==> src/design/fwd_policy_consts.svh <==
// What this block does
// - Each port's egress queue code is {queue high bit, queue split bit}; 10 means four queues, 11 is reserved.
// - Queue code 01 splits the port's output queue into two priority queues.
// - Queue code 00 uses one output queue, so frames leave with no priority ordering.
// - Bit 7 of a port's mirror and membership register makes that port the monitor destination.
// - Bit 6 marks every frame received on the port as monitored and copies it to the monitor port.
// - Bit 5 marks every frame sent on the port as monitored and copies it to the monitor port.
// - Bits 4 to 0 hold the port's membership mask, bit n-1 for port n, all ones after reset.
// - A frame goes only to destinations inside its source port's membership mask; the monitor copy is not masked by it.
// - With the ceiling bit 7 set, a user priority above the port default is replaced by it.
// - With the ceiling bit clear, the user priority passes unchanged.
// - The port default priority is bits 7 to 5 of the upper default tag byte.
`ifndef FWD_POLICY_CONSTS_SVH
`define FWD_POLICY_CONSTS_SVH

// Register indices; byte address is four times the index
`define PORT1_MIRROR_MEMBERSHIP_IDX 8'h11
`define PORT1_PRIORITY_CEILING_CTL_IDX 8'h12
`define PORT2_MIRROR_MEMBERSHIP_IDX 8'h21
`define PORT2_PRIORITY_CEILING_CTL_IDX 8'h22
`define PORT3_MIRROR_MEMBERSHIP_IDX 8'h31
`define PORT3_PRIORITY_CEILING_CTL_IDX 8'h32
`define PORT4_MIRROR_MEMBERSHIP_IDX 8'h41
`define PORT4_PRIORITY_CEILING_CTL_IDX 8'h42
`define PORT5_MIRROR_MEMBERSHIP_IDX 8'h51
`define PORT5_PRIORITY_CEILING_CTL_IDX 8'h52
`define PORT_QUEUE_CTL_SUB 4'h0
`define PORT_DEFAULT_TAG_HI_SUB 4'h3

// Field positions
`define MONITOR_DEST_BIT 7
`define RX_MONITOR_BIT 6
`define TX_MONITOR_BIT 5
`define MEMBER_MSB 4
`define CEILING_EN_BIT 7
`define QUEUE_SPLIT_BIT 0
`define QUEUE_HIGH_BIT 1
`define DEFAULT_PRIO_MSB 7
`define DEFAULT_PRIO_LSB 5

// Reset values
`define MIRROR_MEMBERSHIP_RST 8'h1F
`define PRIORITY_CEILING_RST 8'h00
`define QUEUE_CTL_RST 8'h00
`define DEFAULT_TAG_HI_RST 8'h00

`endif

==> src/design/fwd_policy_pkg.sv <==
package fwd_policy_pkg;

    typedef enum logic [1:0] {
        QUEUES_ONE,
        QUEUES_TWO,
        QUEUES_FOUR,
        QUEUES_RSVD
    } queue_code_t;

    // Frame descriptor offered by the lookup stage
    typedef struct packed {
        logic valid;
        logic [2:0] src_port;   // 0..4 for ports 1..5
        logic [4:0] dest_mask;  // bit n-1 for port n
        logic [2:0] user_prio;
    } frame_req_t;

    // Forwarding decision handed to the queue manager
    typedef struct packed {
        logic valid;
        logic [4:0] fwd_mask;
        logic monitored;
        logic [2:0] user_prio;
        logic [4:0][1:0] egress_queue;
    } frame_dec_t;

    typedef struct packed {
        logic [4:0][7:0] mirror_membership;
        logic [4:0][7:0] priority_ceiling_ctl;
        logic [4:0][7:0] queue_ctl;
        logic [4:0][7:0] default_tag_hi;
        logic [31:0] prdata;
        frame_dec_t dec;
    } state_t;

endpackage : fwd_policy_pkg

==> src/design/switch_port_forwarding_policy.sv <==
`timescale 1ns/10ps
`include "fwd_policy_consts.svh"

module switch_port_forwarding_policy #(
    parameter int NUM_PORTS = 5,
    parameter int ADDR_W = 12
) (
    input wire logic clk_sys,                      // Core clock, 125 MHz
    input wire logic srst,                         // Synchronous reset, high
    input wire logic psel,                         // APB select
    input wire logic penable,                      // APB access phase
    input wire logic pwrite,                       // APB direction
    input wire logic [ADDR_W-1:0] paddr,           // APB byte address
    input wire logic [31:0] pwdata,                // APB write data
    output logic pready,                           // APB ready
    output logic [31:0] prdata,                    // APB read data
    output logic pslverr,                          // APB error, unmapped
    input fwd_policy_pkg::frame_req_t frame_req,   // Frame to classify
    output fwd_policy_pkg::frame_dec_t frame_dec,  // Decision, one cycle later
    output fwd_policy_pkg::queue_code_t [4:0] queue_code  // Per-port queue arrangement
);
    import fwd_policy_pkg::*;

    localparam logic [7:0] CTL1_IDX [5] = '{
        `PORT1_MIRROR_MEMBERSHIP_IDX, `PORT2_MIRROR_MEMBERSHIP_IDX,
        `PORT3_MIRROR_MEMBERSHIP_IDX, `PORT4_MIRROR_MEMBERSHIP_IDX,
        `PORT5_MIRROR_MEMBERSHIP_IDX
    };
    localparam logic [7:0] CTL2_IDX [5] = '{
        `PORT1_PRIORITY_CEILING_CTL_IDX, `PORT2_PRIORITY_CEILING_CTL_IDX,
        `PORT3_PRIORITY_CEILING_CTL_IDX, `PORT4_PRIORITY_CEILING_CTL_IDX,
        `PORT5_PRIORITY_CEILING_CTL_IDX
    };

    state_t st_q;
    state_t st_d;

    ////////////////////////////////////////////////////////////////////////
    // APB decode

    logic [7:0] reg_idx;
    logic word_aligned;
    logic [4:0] hit_ctl1;
    logic [4:0] hit_ctl2;
    logic [4:0] hit_qctl;
    logic [4:0] hit_tag;
    logic mapped;
    logic setup_phase;
    logic write_take;

    assign reg_idx = paddr[9:2];
    assign word_aligned = (paddr[1:0] == 2'h0) && (paddr[ADDR_W-1:10] == '0);

    genvar gp;
    generate
        for (gp = 0; gp < NUM_PORTS; gp++) begin : g_dec
            localparam logic [3:0] PNIB = 4'(gp + 1);
            assign hit_ctl1[gp] = word_aligned && (reg_idx == CTL1_IDX[gp]);
            assign hit_ctl2[gp] = word_aligned && (reg_idx == CTL2_IDX[gp]);
            assign hit_qctl[gp] = word_aligned && (reg_idx == {PNIB, `PORT_QUEUE_CTL_SUB});
            assign hit_tag[gp] = word_aligned && (reg_idx == {PNIB, `PORT_DEFAULT_TAG_HI_SUB});
        end
    endgenerate

    assign mapped = |{hit_ctl1, hit_ctl2, hit_qctl, hit_tag};
    assign setup_phase = psel && !penable;
    // Read data was loaded during setup, so the access phase never waits
    assign pready = 1'b1;
    assign pslverr = psel && penable && !mapped;
    assign write_take = psel && penable && pwrite && mapped;
    assign prdata = st_q.prdata;

    ////////////////////////////////////////////////////////////////////////
    // Per-port policy views

    logic [4:0] monitor_dest;
    logic [4:0] rx_monitor;
    logic [4:0] tx_monitor;
    logic [4:0] ceiling_en;
    logic [4:0][2:0] default_prio;

    generate
        for (gp = 0; gp < NUM_PORTS; gp++) begin : g_view
            assign monitor_dest[gp] = st_q.mirror_membership[gp][`MONITOR_DEST_BIT];
            assign rx_monitor[gp] = st_q.mirror_membership[gp][`RX_MONITOR_BIT];
            assign tx_monitor[gp] = st_q.mirror_membership[gp][`TX_MONITOR_BIT];
            assign ceiling_en[gp] = st_q.priority_ceiling_ctl[gp][`CEILING_EN_BIT];
            assign default_prio[gp] =
                st_q.default_tag_hi[gp][`DEFAULT_PRIO_MSB:`DEFAULT_PRIO_LSB];
            assign queue_code[gp] = queue_code_t'({st_q.queue_ctl[gp][`QUEUE_HIGH_BIT],
                st_q.queue_ctl[gp][`QUEUE_SPLIT_BIT]});
        end
    endgenerate

    ////////////////////////////////////////////////////////////////////////
    // Next state

    always_comb begin
        logic [2:0] src;
        logic [4:0] member;
        logic [4:0] normal;
        logic [4:0] mon_copy;
        logic monitored;
        logic [2:0] prio;

        st_d = st_q;
        src = 3'h0;
        member = 5'h00;
        normal = 5'h00;
        mon_copy = 5'h00;
        monitored = 1'b0;
        prio = 3'h0;

        // Register writes take effect at the access edge only
        for (int p = 0; p < NUM_PORTS; p++) begin
            if (write_take && hit_ctl1[p]) begin
                st_d.mirror_membership[p] = pwdata[7:0];
            end
            if (write_take && hit_ctl2[p]) begin
                st_d.priority_ceiling_ctl[p] = pwdata[7:0];
            end
            if (write_take && hit_qctl[p]) begin
                st_d.queue_ctl[p] = {6'h00, pwdata[1:0]};
            end
            if (write_take && hit_tag[p]) begin
                st_d.default_tag_hi[p] = pwdata[7:0];
            end
        end

        // Read data captured in setup; unmapped reads return zero
        if (setup_phase) begin
            st_d.prdata = 32'h0000_0000;
            for (int p = 0; p < NUM_PORTS; p++) begin
                if (hit_ctl1[p]) begin
                    st_d.prdata = {24'h00_0000, st_q.mirror_membership[p]};
                end
                if (hit_ctl2[p]) begin
                    st_d.prdata = {24'h00_0000, st_q.priority_ceiling_ctl[p]};
                end
                if (hit_qctl[p]) begin
                    st_d.prdata = {24'h00_0000, st_q.queue_ctl[p]};
                end
                if (hit_tag[p]) begin
                    st_d.prdata = {24'h00_0000, st_q.default_tag_hi[p]};
                end
            end
        end

        // Frame decision
        src = (frame_req.src_port < 3'(NUM_PORTS)) ? frame_req.src_port : 3'h0;
        member = st_q.mirror_membership[src][`MEMBER_MSB:0];
        // Illegal source port forwards nowhere
        if (frame_req.src_port >= 3'(NUM_PORTS)) begin
            member = 5'h00;
        end
        normal = frame_req.dest_mask & member;
        // Illegal source port is never mirrored, so no copy leaks out
        monitored = (frame_req.src_port < 3'(NUM_PORTS))
            && (rx_monitor[src] || ((normal & tx_monitor) != 5'h00));
        // Copy never goes back out of the receiving port
        mon_copy = monitored ? (monitor_dest & ~(5'h01 << src)) : 5'h00;
        // OR merge avoids a duplicate on the monitor port
        st_d.dec.fwd_mask = normal | mon_copy;
        st_d.dec.monitored = monitored && (frame_req.src_port < 3'(NUM_PORTS));
        st_d.dec.valid = frame_req.valid;

        prio = frame_req.user_prio;
        if (ceiling_en[src] && (frame_req.user_prio > default_prio[src])) begin
            prio = default_prio[src];
        end
        st_d.dec.user_prio = prio;

        for (int p = 0; p < NUM_PORTS; p++) begin
            unique case (queue_code[p])
                QUEUES_FOUR: st_d.dec.egress_queue[p] = prio[2:1];
                QUEUES_TWO: st_d.dec.egress_queue[p] = {1'b0, prio[2]};
                // Reserved code falls back to one queue
                QUEUES_ONE, QUEUES_RSVD: st_d.dec.egress_queue[p] = 2'h0;
            endcase
        end
    end

    ////////////////////////////////////////////////////////////////////////
    // State register

    always_ff @(posedge clk_sys) begin
        if (srst) begin
            for (int p = 0; p < NUM_PORTS; p++) begin
                st_q.mirror_membership[p] <= `MIRROR_MEMBERSHIP_RST;
                st_q.priority_ceiling_ctl[p] <= `PRIORITY_CEILING_RST;
                st_q.queue_ctl[p] <= `QUEUE_CTL_RST;
                st_q.default_tag_hi[p] <= `DEFAULT_TAG_HI_RST;
            end
            st_q.prdata <= 32'h0000_0000;
            st_q.dec <= '0;
        end else begin
            st_q <= st_d;
        end
    end

    assign frame_dec = st_q.dec;

endmodule : switch_port_forwarding_policy

==> config.mk <==
export PLATFORM = sky130hd
export DESIGN_NAME = switch_port_forwarding_policy
export DESIGN_NICKNAME = d
export VERILOG_FILES = /design/src/design/fwd_policy_pkg.sv /design/src/design/switch_port_forwarding_policy.sv
export VERILOG_INCLUDE_DIRS = /design/src /design/src/design
export SDC_FILE = /design/constraint.sdc
export NUM_CORES = 1
export LEC_CHECK = 0
export BUFFER_PORTS_ARGS = -buffer_cell sky130_fd_sc_hd__buf_4
export CORE_UTILIZATION = 51
export CTS_BUF_LIST = sky130_fd_sc_hd__clkbuf_8 sky130_fd_sc_hd__clkbuf_16
export DETAILED_ROUTE_END_ITERATION = 10
export GPL_ROUTABILITY_DRIVEN = 1
export PLACE_DENSITY_LB_ADDON = 0.12
export SYNTH_ARGS = -nofsm -noshare
export SYNTH_HDL_FRONTEND = slang
export SYNTH_SLANG_ARGS = --single-unit
==> constraint.sdc <==
create_clock -name clk_sys -period 3.5 [get_ports clk_sys]
set_input_delay 0.7 -clock clk_sys [delete_from_list [all_inputs] [get_ports clk_sys]]
set_output_delay 0.7 -clock clk_sys [all_outputs]
set_load 0.05 [all_outputs]
; Word-level counts from Yosys, hierarchy flattened
; Index checks and enable logic that the tools add are counted.
[word_totals]
regBits = 182
input_bits = 61
output_inout_bits = 64
[classes]
n_lt_le_gt_ge = 4
eq_ne = 35
n_shift = 1
n_mux = 37
bitwise = 5
reduce_logical = 66
[op_table]
columns = cell, count
row1 = 32-bit two-way mux, 19
row2 = "8-bit by 6-bit == test with 1-bit output, second input constant", 8
row3 = "8-bit by 7-bit == test with 1-bit output, second input constant", 8
row4 = 1-bit logical AND, 49
row5 = "8-bit by 5-bit == test with 1-bit output, second input constant", 4
row6 = 2-bit one-hot mux with 3 select lines, 5
row7 = 8-bit binary-select mux with 3-bit select, 1
row8 = "2-bit == test, second input constant", 10
row9 = 20-bit OR reduction, 1
row10 = 5-bit AND, 3
row11 = 5-bit two-way mux, 3
row12 = 2-bit zero test, 7
row13 = "2-bit by 1-bit == test with 1-bit output, second input constant", 5
row14 = 2-bit OR reduction, 5
row15 = 3-bit binary-select mux with 3-bit select, 1
row16 = 3-bit two-way mux, 3
row17 = 8-bit two-way mux, 1
row18 = 1-bit binary-select mux with 3-bit select, 2
row19 = 5-bit NOT, 1
row20 = 5-bit bitwise OR, 1
row21 = 5-bit nonzero test, 1
row22 = "1-bit by 3-bit left shift with 5-bit output, first input constant", 1
row23 = "3-bit by 4-bit < comparator with 1-bit output, second input constant", 1
row24 = "3-bit >= comparator, second input constant", 1
row25 = 5 further kinds, 7

; Logic depth before layout (Yosys ltp)
[depth]
depth_word = 23
depth_mapped = 14

; Worst setup path before layout
; No wires, ideal clock.
[synth_path]
kind = input to register
from = input frame_req[9] in the netlist's numbering
to = register st_q (netlist bit frame_dec[1])
setup_ns = 0.060
t_arrival_ns = 3.176
required_time_ns = 3.440
path_slack_ns = 0.264
stages = 12
cell_sequence = clkbuf_1 clkbuf_1 o211ai_1 a211oi_1 ha_1 nor2b_1 o21a_1 o221a_2 and2_1 mux2i_1 clkbuf_1 and3b_1
[synth_between]
elab_chain_cells = 8
word_cells_on_any_way = 10
cone_classes = order compare: 2 / mux: 7 / reduce/logical: 1
[synth_rtl]
columns = element, line
row1 = start: declaration, switch_port_forwarding_policy.sv:18  ; input fwd_policy_pkg::frame_req_t frame_req,
row2 = 3-bit < comparator, switch_port_forwarding_policy.sv:150  ; src = (frame_req.src_port < 3'(NUM_PORTS)) ? frame_req.src_port : 3'h0;
row3 = 3-bit two-way mux (*), switch_port_forwarding_policy.sv:150
row4 = 3-bit binary-select mux with 3-bit select, "switch_port_forwarding_policy.sv:168, switch_port_forwarding_policy.sv:169"
row5 = 3-bit two-way mux (implied by the code), "switch_port_forwarding_policy.sv:168, switch_port_forwarding_policy.sv:169"
row6 = 3-bit greater-than comparator, switch_port_forwarding_policy.sv:168  ; if (ceiling_en[src] && (frame_req.user_prio > default_prio[src])) begin
row7 = 1-bit logical AND, switch_port_forwarding_policy.sv:168
row8 = 3-bit two-way mux (*), switch_port_forwarding_policy.sv:168
row9 = 2-bit one-hot mux with 3 select lines (*), switch_port_forwarding_policy.sv:174  ; unique case (queue_code[p])
row10 = end signal: assignment, switch_port_forwarding_policy.sv:197  ; st_q <= st_d;
row11 = end: declaration, switch_port_forwarding_policy.sv:35  ; state_t st_q;
; Every way passes the cells marked *; elsewhere a longest branch is shown, timed or not. The select of a mux whose other input is x is not followed.
; A chain may end at the register's enable or synchronous reset.

; Final worst setup path
[layout_path]
from = input frame_req[8] in the netlist's numbering
to = register st_q (netlist bit frame_dec[7])
; The elaborated chain is that of the path after synthesis.

==> impl_summary.txt <==
----------------------------------------------------
[Synth]
  Prevailing post-synth register cell ... sky130_fd_sc_hd__dfxtp_1
  Post-Synthesis Cell Area ... approximately 8500 sq um
  Share of Yosys cell area claimed by the top area cell type ... 37.3%
  Number of enable flip-flop cells after synthesis ... 0
  Synth warn ... 0
  Fraction of synthesis flops using an asynchronous set or reset pin ... 0%
  Synth area leader ... sky130_fd_sc_hd__dfxtp_1
  Proportion of synthesized chip area in sequential cells ... around 37%
  Total of flip-flops plus latches after synthesis ... 158
  Distinct cell type count after synthesis ... 78
  Top post-synthesis cells by area ... sky130_fd_sc_hd__dfxtp_1 37%, sky130_fd_sc_hd__mux2i_1 8.1%, sky130_fd_sc_hd__nand2_1 7.5%
  Gate Count Post-Synth ... ~1000
  Syn avg cell area ... slightly above 8 sq um

[Placement]
  Placed inst area ... between 9000 and 10000 sq um
  GPL Wtd Cong ... 0.939
  Post-Place Setup Slack ... -0.110 ns
  Count of port buffers added during placement ... 75
  Post-detail-place hpwl ... 19.7 mm

[Hold path]
  Worst hold path class ... reg2reg

[CTS]
  Clk Latency, worst-skew pair ... 0.43 ns
  Total of hold buffers inserted after clock tree synthesis ... 0
  Clock transition at the register clock pins on the worst setup and hold paths after CTS ... ~0.060 ns
  Clock sink count ... around 160
  Number of setup buffers added after CTS ... 0
  Maximum clock insertion buffer count ... 2
  CTS tree ... done
  H-tree depth ... 4
  Root Buffer Master ... sky130_fd_sc_hd__clkbuf_16
  Count of cells resized by post-cts repair ... 0
  TritonCTS buffer count ... 17

[Drt]
  Via count normalized by instance count ... 6.24
  Number of DRC markers after the initial detailed-route iteration ... 1029
  Highest signal layer in the routed design ... met4
  Post-route met1 wirelength ... roughly 11 mm
  Vias ... ~8000
  DR pass1 iterations ... 5
  Average wire length per cell after detail routing ... 21.1 um
  Metal3 WL ... roughly 2.5 mm
  DRC ... 0
  Antenna violation net count after detailed routing ... 0
  Met2 wire len ... about 13 mm
  Routed WL ... 27.5 mm

[Setup path]
  WP data arrival ... 3.55 ns
  Critical path's slowest cell ... sky130_fd_sc_hd__mux2i_1
  Required time at the worst-slack endpoint ... 3.87 ns
  Cells along the critical path ... buf_4 -> and2_1 -> nor2_1 -> nor2b_1 -> a211oi_1 -> buf_4 -> ha_1 -> nor2b_1 -> o21a_1 -> o221a_2 -> and2_1 -> mux2i_1 -> and3b_1
  Critical Path Max Stage Delay ... ~0.61 ns
  Endpoint type of the worst setup path ... flop
  Worst path buffer plus inverter count ... 2
  Top cell family by delay on the critical path ... simple AND/OR/NAND/NOR gates
  Critical-path maximum fanout ... 18
  Worst Setup Path Type ... in2reg
  Element type at the critical path start ... input pin

[STA]
  Final clock skew ... just under 0.007 ns
  Min Tclk post-route ... about 3.2 ns
  Relative slew slack ... 37.2%
  Hold Violations, Final ... 0
  Total Negative Setup Slacks ... 0 ns
  Setup repair after global routing missed its margin ... false
  Worst-margin pin slew ... approximately 0.94 ns
  Fin worst setup slack ... 0.323 ns
  Max Slew Vio Count ... 0
  Fraction of the cycle the final worst path needs ... between 90% and 100%
  Setup Viol. Count Final ... 0
  Max Clock Freq ... about 310 MHz

[Power and ir drop]
  Post-layout total power ... between 4 and 5 mW
  Power density normalized to cell area ... 426 nW/um^2
  Leakage power figure ... between 3 and 4 nW
  Worst vdd rail ir drop ... ~0.36 mV

[Cells and area]
  Layout-stage area growth over the synthesis result ... 13.9%
  Proportion of layout cells with a drive suffix above 1 ... between 10% and 20%
  Layout Cell Area excl Fill ... about 9700 sq um
  Number of nets in the layout ... around 1100
  Antenna diodes ... 0

[Global route]
  Number of global-route vias before repair ... a little over 7000
  Global-route usage over all layers ... between 30% and 40%
  Overall overflow remaining after global route ... 0
  Largest net degree at the start of global routing ... 73
  Initial antenna violation count ... 0
  Global-route wire length before repair ... approximately 41 mm

[Floorplan]
  Rows ... 46
  DIE AREA ... between 15000 and 20000 sq um
  Area of the core region ... around 16000 sq um
  Starting Density ... between 50% and 60%
  Total I/O pin count ... 125
  Die outline height ... 131 um
  DIE WIDTH ... 131 um

[Run]
  Number of max-capacitance violations reported ... 0

[Outcome]
  Result of the run ... finished, final reports clean

----------------------------------------------------
[cells in the mapped netlist (all sizes together) (11+ instances only)]
| cell | count |
|---|---|
| nor2b | 13 |
| o22ai | 11 |
| nand3 | 35 |
| clkbuf | 42 |
| dfxtp | 158 |
| nor2 | 91 |
| mux2i | 69 |
| nand2b | 11 |
| a21oi | 95 |
| nand2 | 171 |
| o21ai | 34 |
| buf | 88 |
| nor3 | 26 |
| inv | 12 |
[registers in the layout, summed over array words and instances (netlist names)]
register	count
ceiling_en	5
monitor_dest	5
prdata	8
default_prio	15
queue_code	10
rx_monitor	5
frame_dec	20
st_q	90
[layer usage]
layer / track usage, % / vias up
met3: 5.09 / 88
met4: 19.6 / 0
met2: 51.4 / 489
met5: 0 / -
met1: 42.8 / 3854
li1: - / 3713
[kinds of logic after synthesis]
family                   share of synthesized area [%]
buffers and inverters                             9.49
XOR/XNOR                                         0.103
multiplexers                                      9.21
AND/OR/NAND/NOR                                   23.0
adder cells (fa/ha/maj)                          0.443
other                                           0.0886
flip-flops                                        37.3
AO/OA/AOI/OAI                                     20.4
[worst register-to-register path, stage by stage (launching register included)]
cell,delay [ns]
sky130_fd_sc_hd__dfxtp_1,0.32
sky130_fd_sc_hd__inv_1,0.13
sky130_fd_sc_hd__o221ai_1,0.13
sky130_fd_sc_hd__a211oi_1,0.31
sky130_fd_sc_hd__buf_4,0.18
sky130_fd_sc_hd__ha_1,0.22
sky130_fd_sc_hd__nor2b_1,0.13
sky130_fd_sc_hd__o21a_1,0.17
sky130_fd_sc_hd__o221a_2,0.25
sky130_fd_sc_hd__and2_1,0.16
sky130_fd_sc_hd__mux2i_1,0.61
sky130_fd_sc_hd__and3b_1,0.24
[worst paths after layout]
check | start | to | slack (ns) | cells after the start
worst min-delay path | st_q[133] | st_q[133] | 0.45 | 2
worst min register to register | st_q[133] | st_q[133] | 0.45 | 2
worst max-delay path | frame_req[8] | frame_dec[7] | 0.32 | 13
worst max register to register | default_prio[13] | frame_dec[7] | 0.59 | 11
[where the power goes]
part           switching, mW  total (mW)  internal (mW)  leakage (nW)
clock network          0.750        1.85           1.10         0.292
logic                  0.321       0.446          0.126          2.24
registers            0.00409        1.81           1.81          1.28
total                   1.07        4.11           3.03          3.81
[per-stage QoR]
step | utilization, % | hold WS, ns | std cells
4_1_cts | 60.1 | 0.452 | 1306
6_report | 60.1 | 0.451 | 1306
2_1_floorplan | - | 0.427 | 1061
3_5_place_dp | 56.4 | 0.443 | 1274
5_1_grt | 60.1 | 0.473 | 1306
3_3_place_gp | 56.4 | 0.437 | 1274
[cell usage in the layout, fill, tap and decap left out, types with 4 or more instances in the layout]
cell type	netlist	layout
sky130_fd_sc_hd__nand2b_1	11	11
sky130_fd_sc_hd__nor3_1	21	21
sky130_fd_sc_hd__nand3b_1	5	5
sky130_fd_sc_hd__a21oi_1	95	95
sky130_fd_sc_hd__a211oi_1	6	6
sky130_fd_sc_hd__nand2_1	170	170
sky130_fd_sc_hd__a221oi_1	8	8
sky130_fd_sc_hd__nor2b_1	13	13
sky130_fd_sc_hd__conb_1	2	25
sky130_fd_sc_hd__o221ai_1	7	7
sky130_fd_sc_hd__mux2i_1	69	69
sky130_fd_sc_hd__o21ai_0	33	33
sky130_fd_sc_hd__nor2_1	87	87
sky130_fd_sc_hd__and3_1	6	6
sky130_fd_sc_hd__buf_4	64	126
sky130_fd_sc_hd__or4b_1	4	4
sky130_fd_sc_hd__o211ai_1	10	10
sky130_fd_sc_hd__mux2_2	8	8
sky130_fd_sc_hd__clkbuf_16	0	17
sky130_fd_sc_hd__and3b_1	5	5
sky130_fd_sc_hd__inv_1	12	15
sky130_fd_sc_hd__a221o_1	6	6
sky130_fd_sc_hd__dfxtp_1	158	158
sky130_fd_sc_hd__o2bb2ai_1	7	7
sky130_fd_sc_hd__a31oi_1	10	10
sky130_fd_sc_hd__a22oi_1	10	10
sky130_fd_sc_hd__a21o_1	4	4
sky130_fd_sc_hd__a22o_1	9	9
sky130_fd_sc_hd__nor4_2	3	4
sky130_fd_sc_hd__o22ai_1	11	11
sky130_fd_sc_hd__o32ai_1	6	6
sky130_fd_sc_hd__nand3_1	32	32
sky130_fd_sc_hd__a32oi_1	4	4
[final cells by class]
type	instances	area [sq um]
Clock buffer	20	467
Tap cell	216	270
Fill cell	1505	6410
Sequential cell	158	3160
Clock inverter	12	121
Timing Repair Buffer	127	966
Inverter	13	48.8
Multi-Input combinational cell	760	4620
Power figures use the tool's default switching activity.
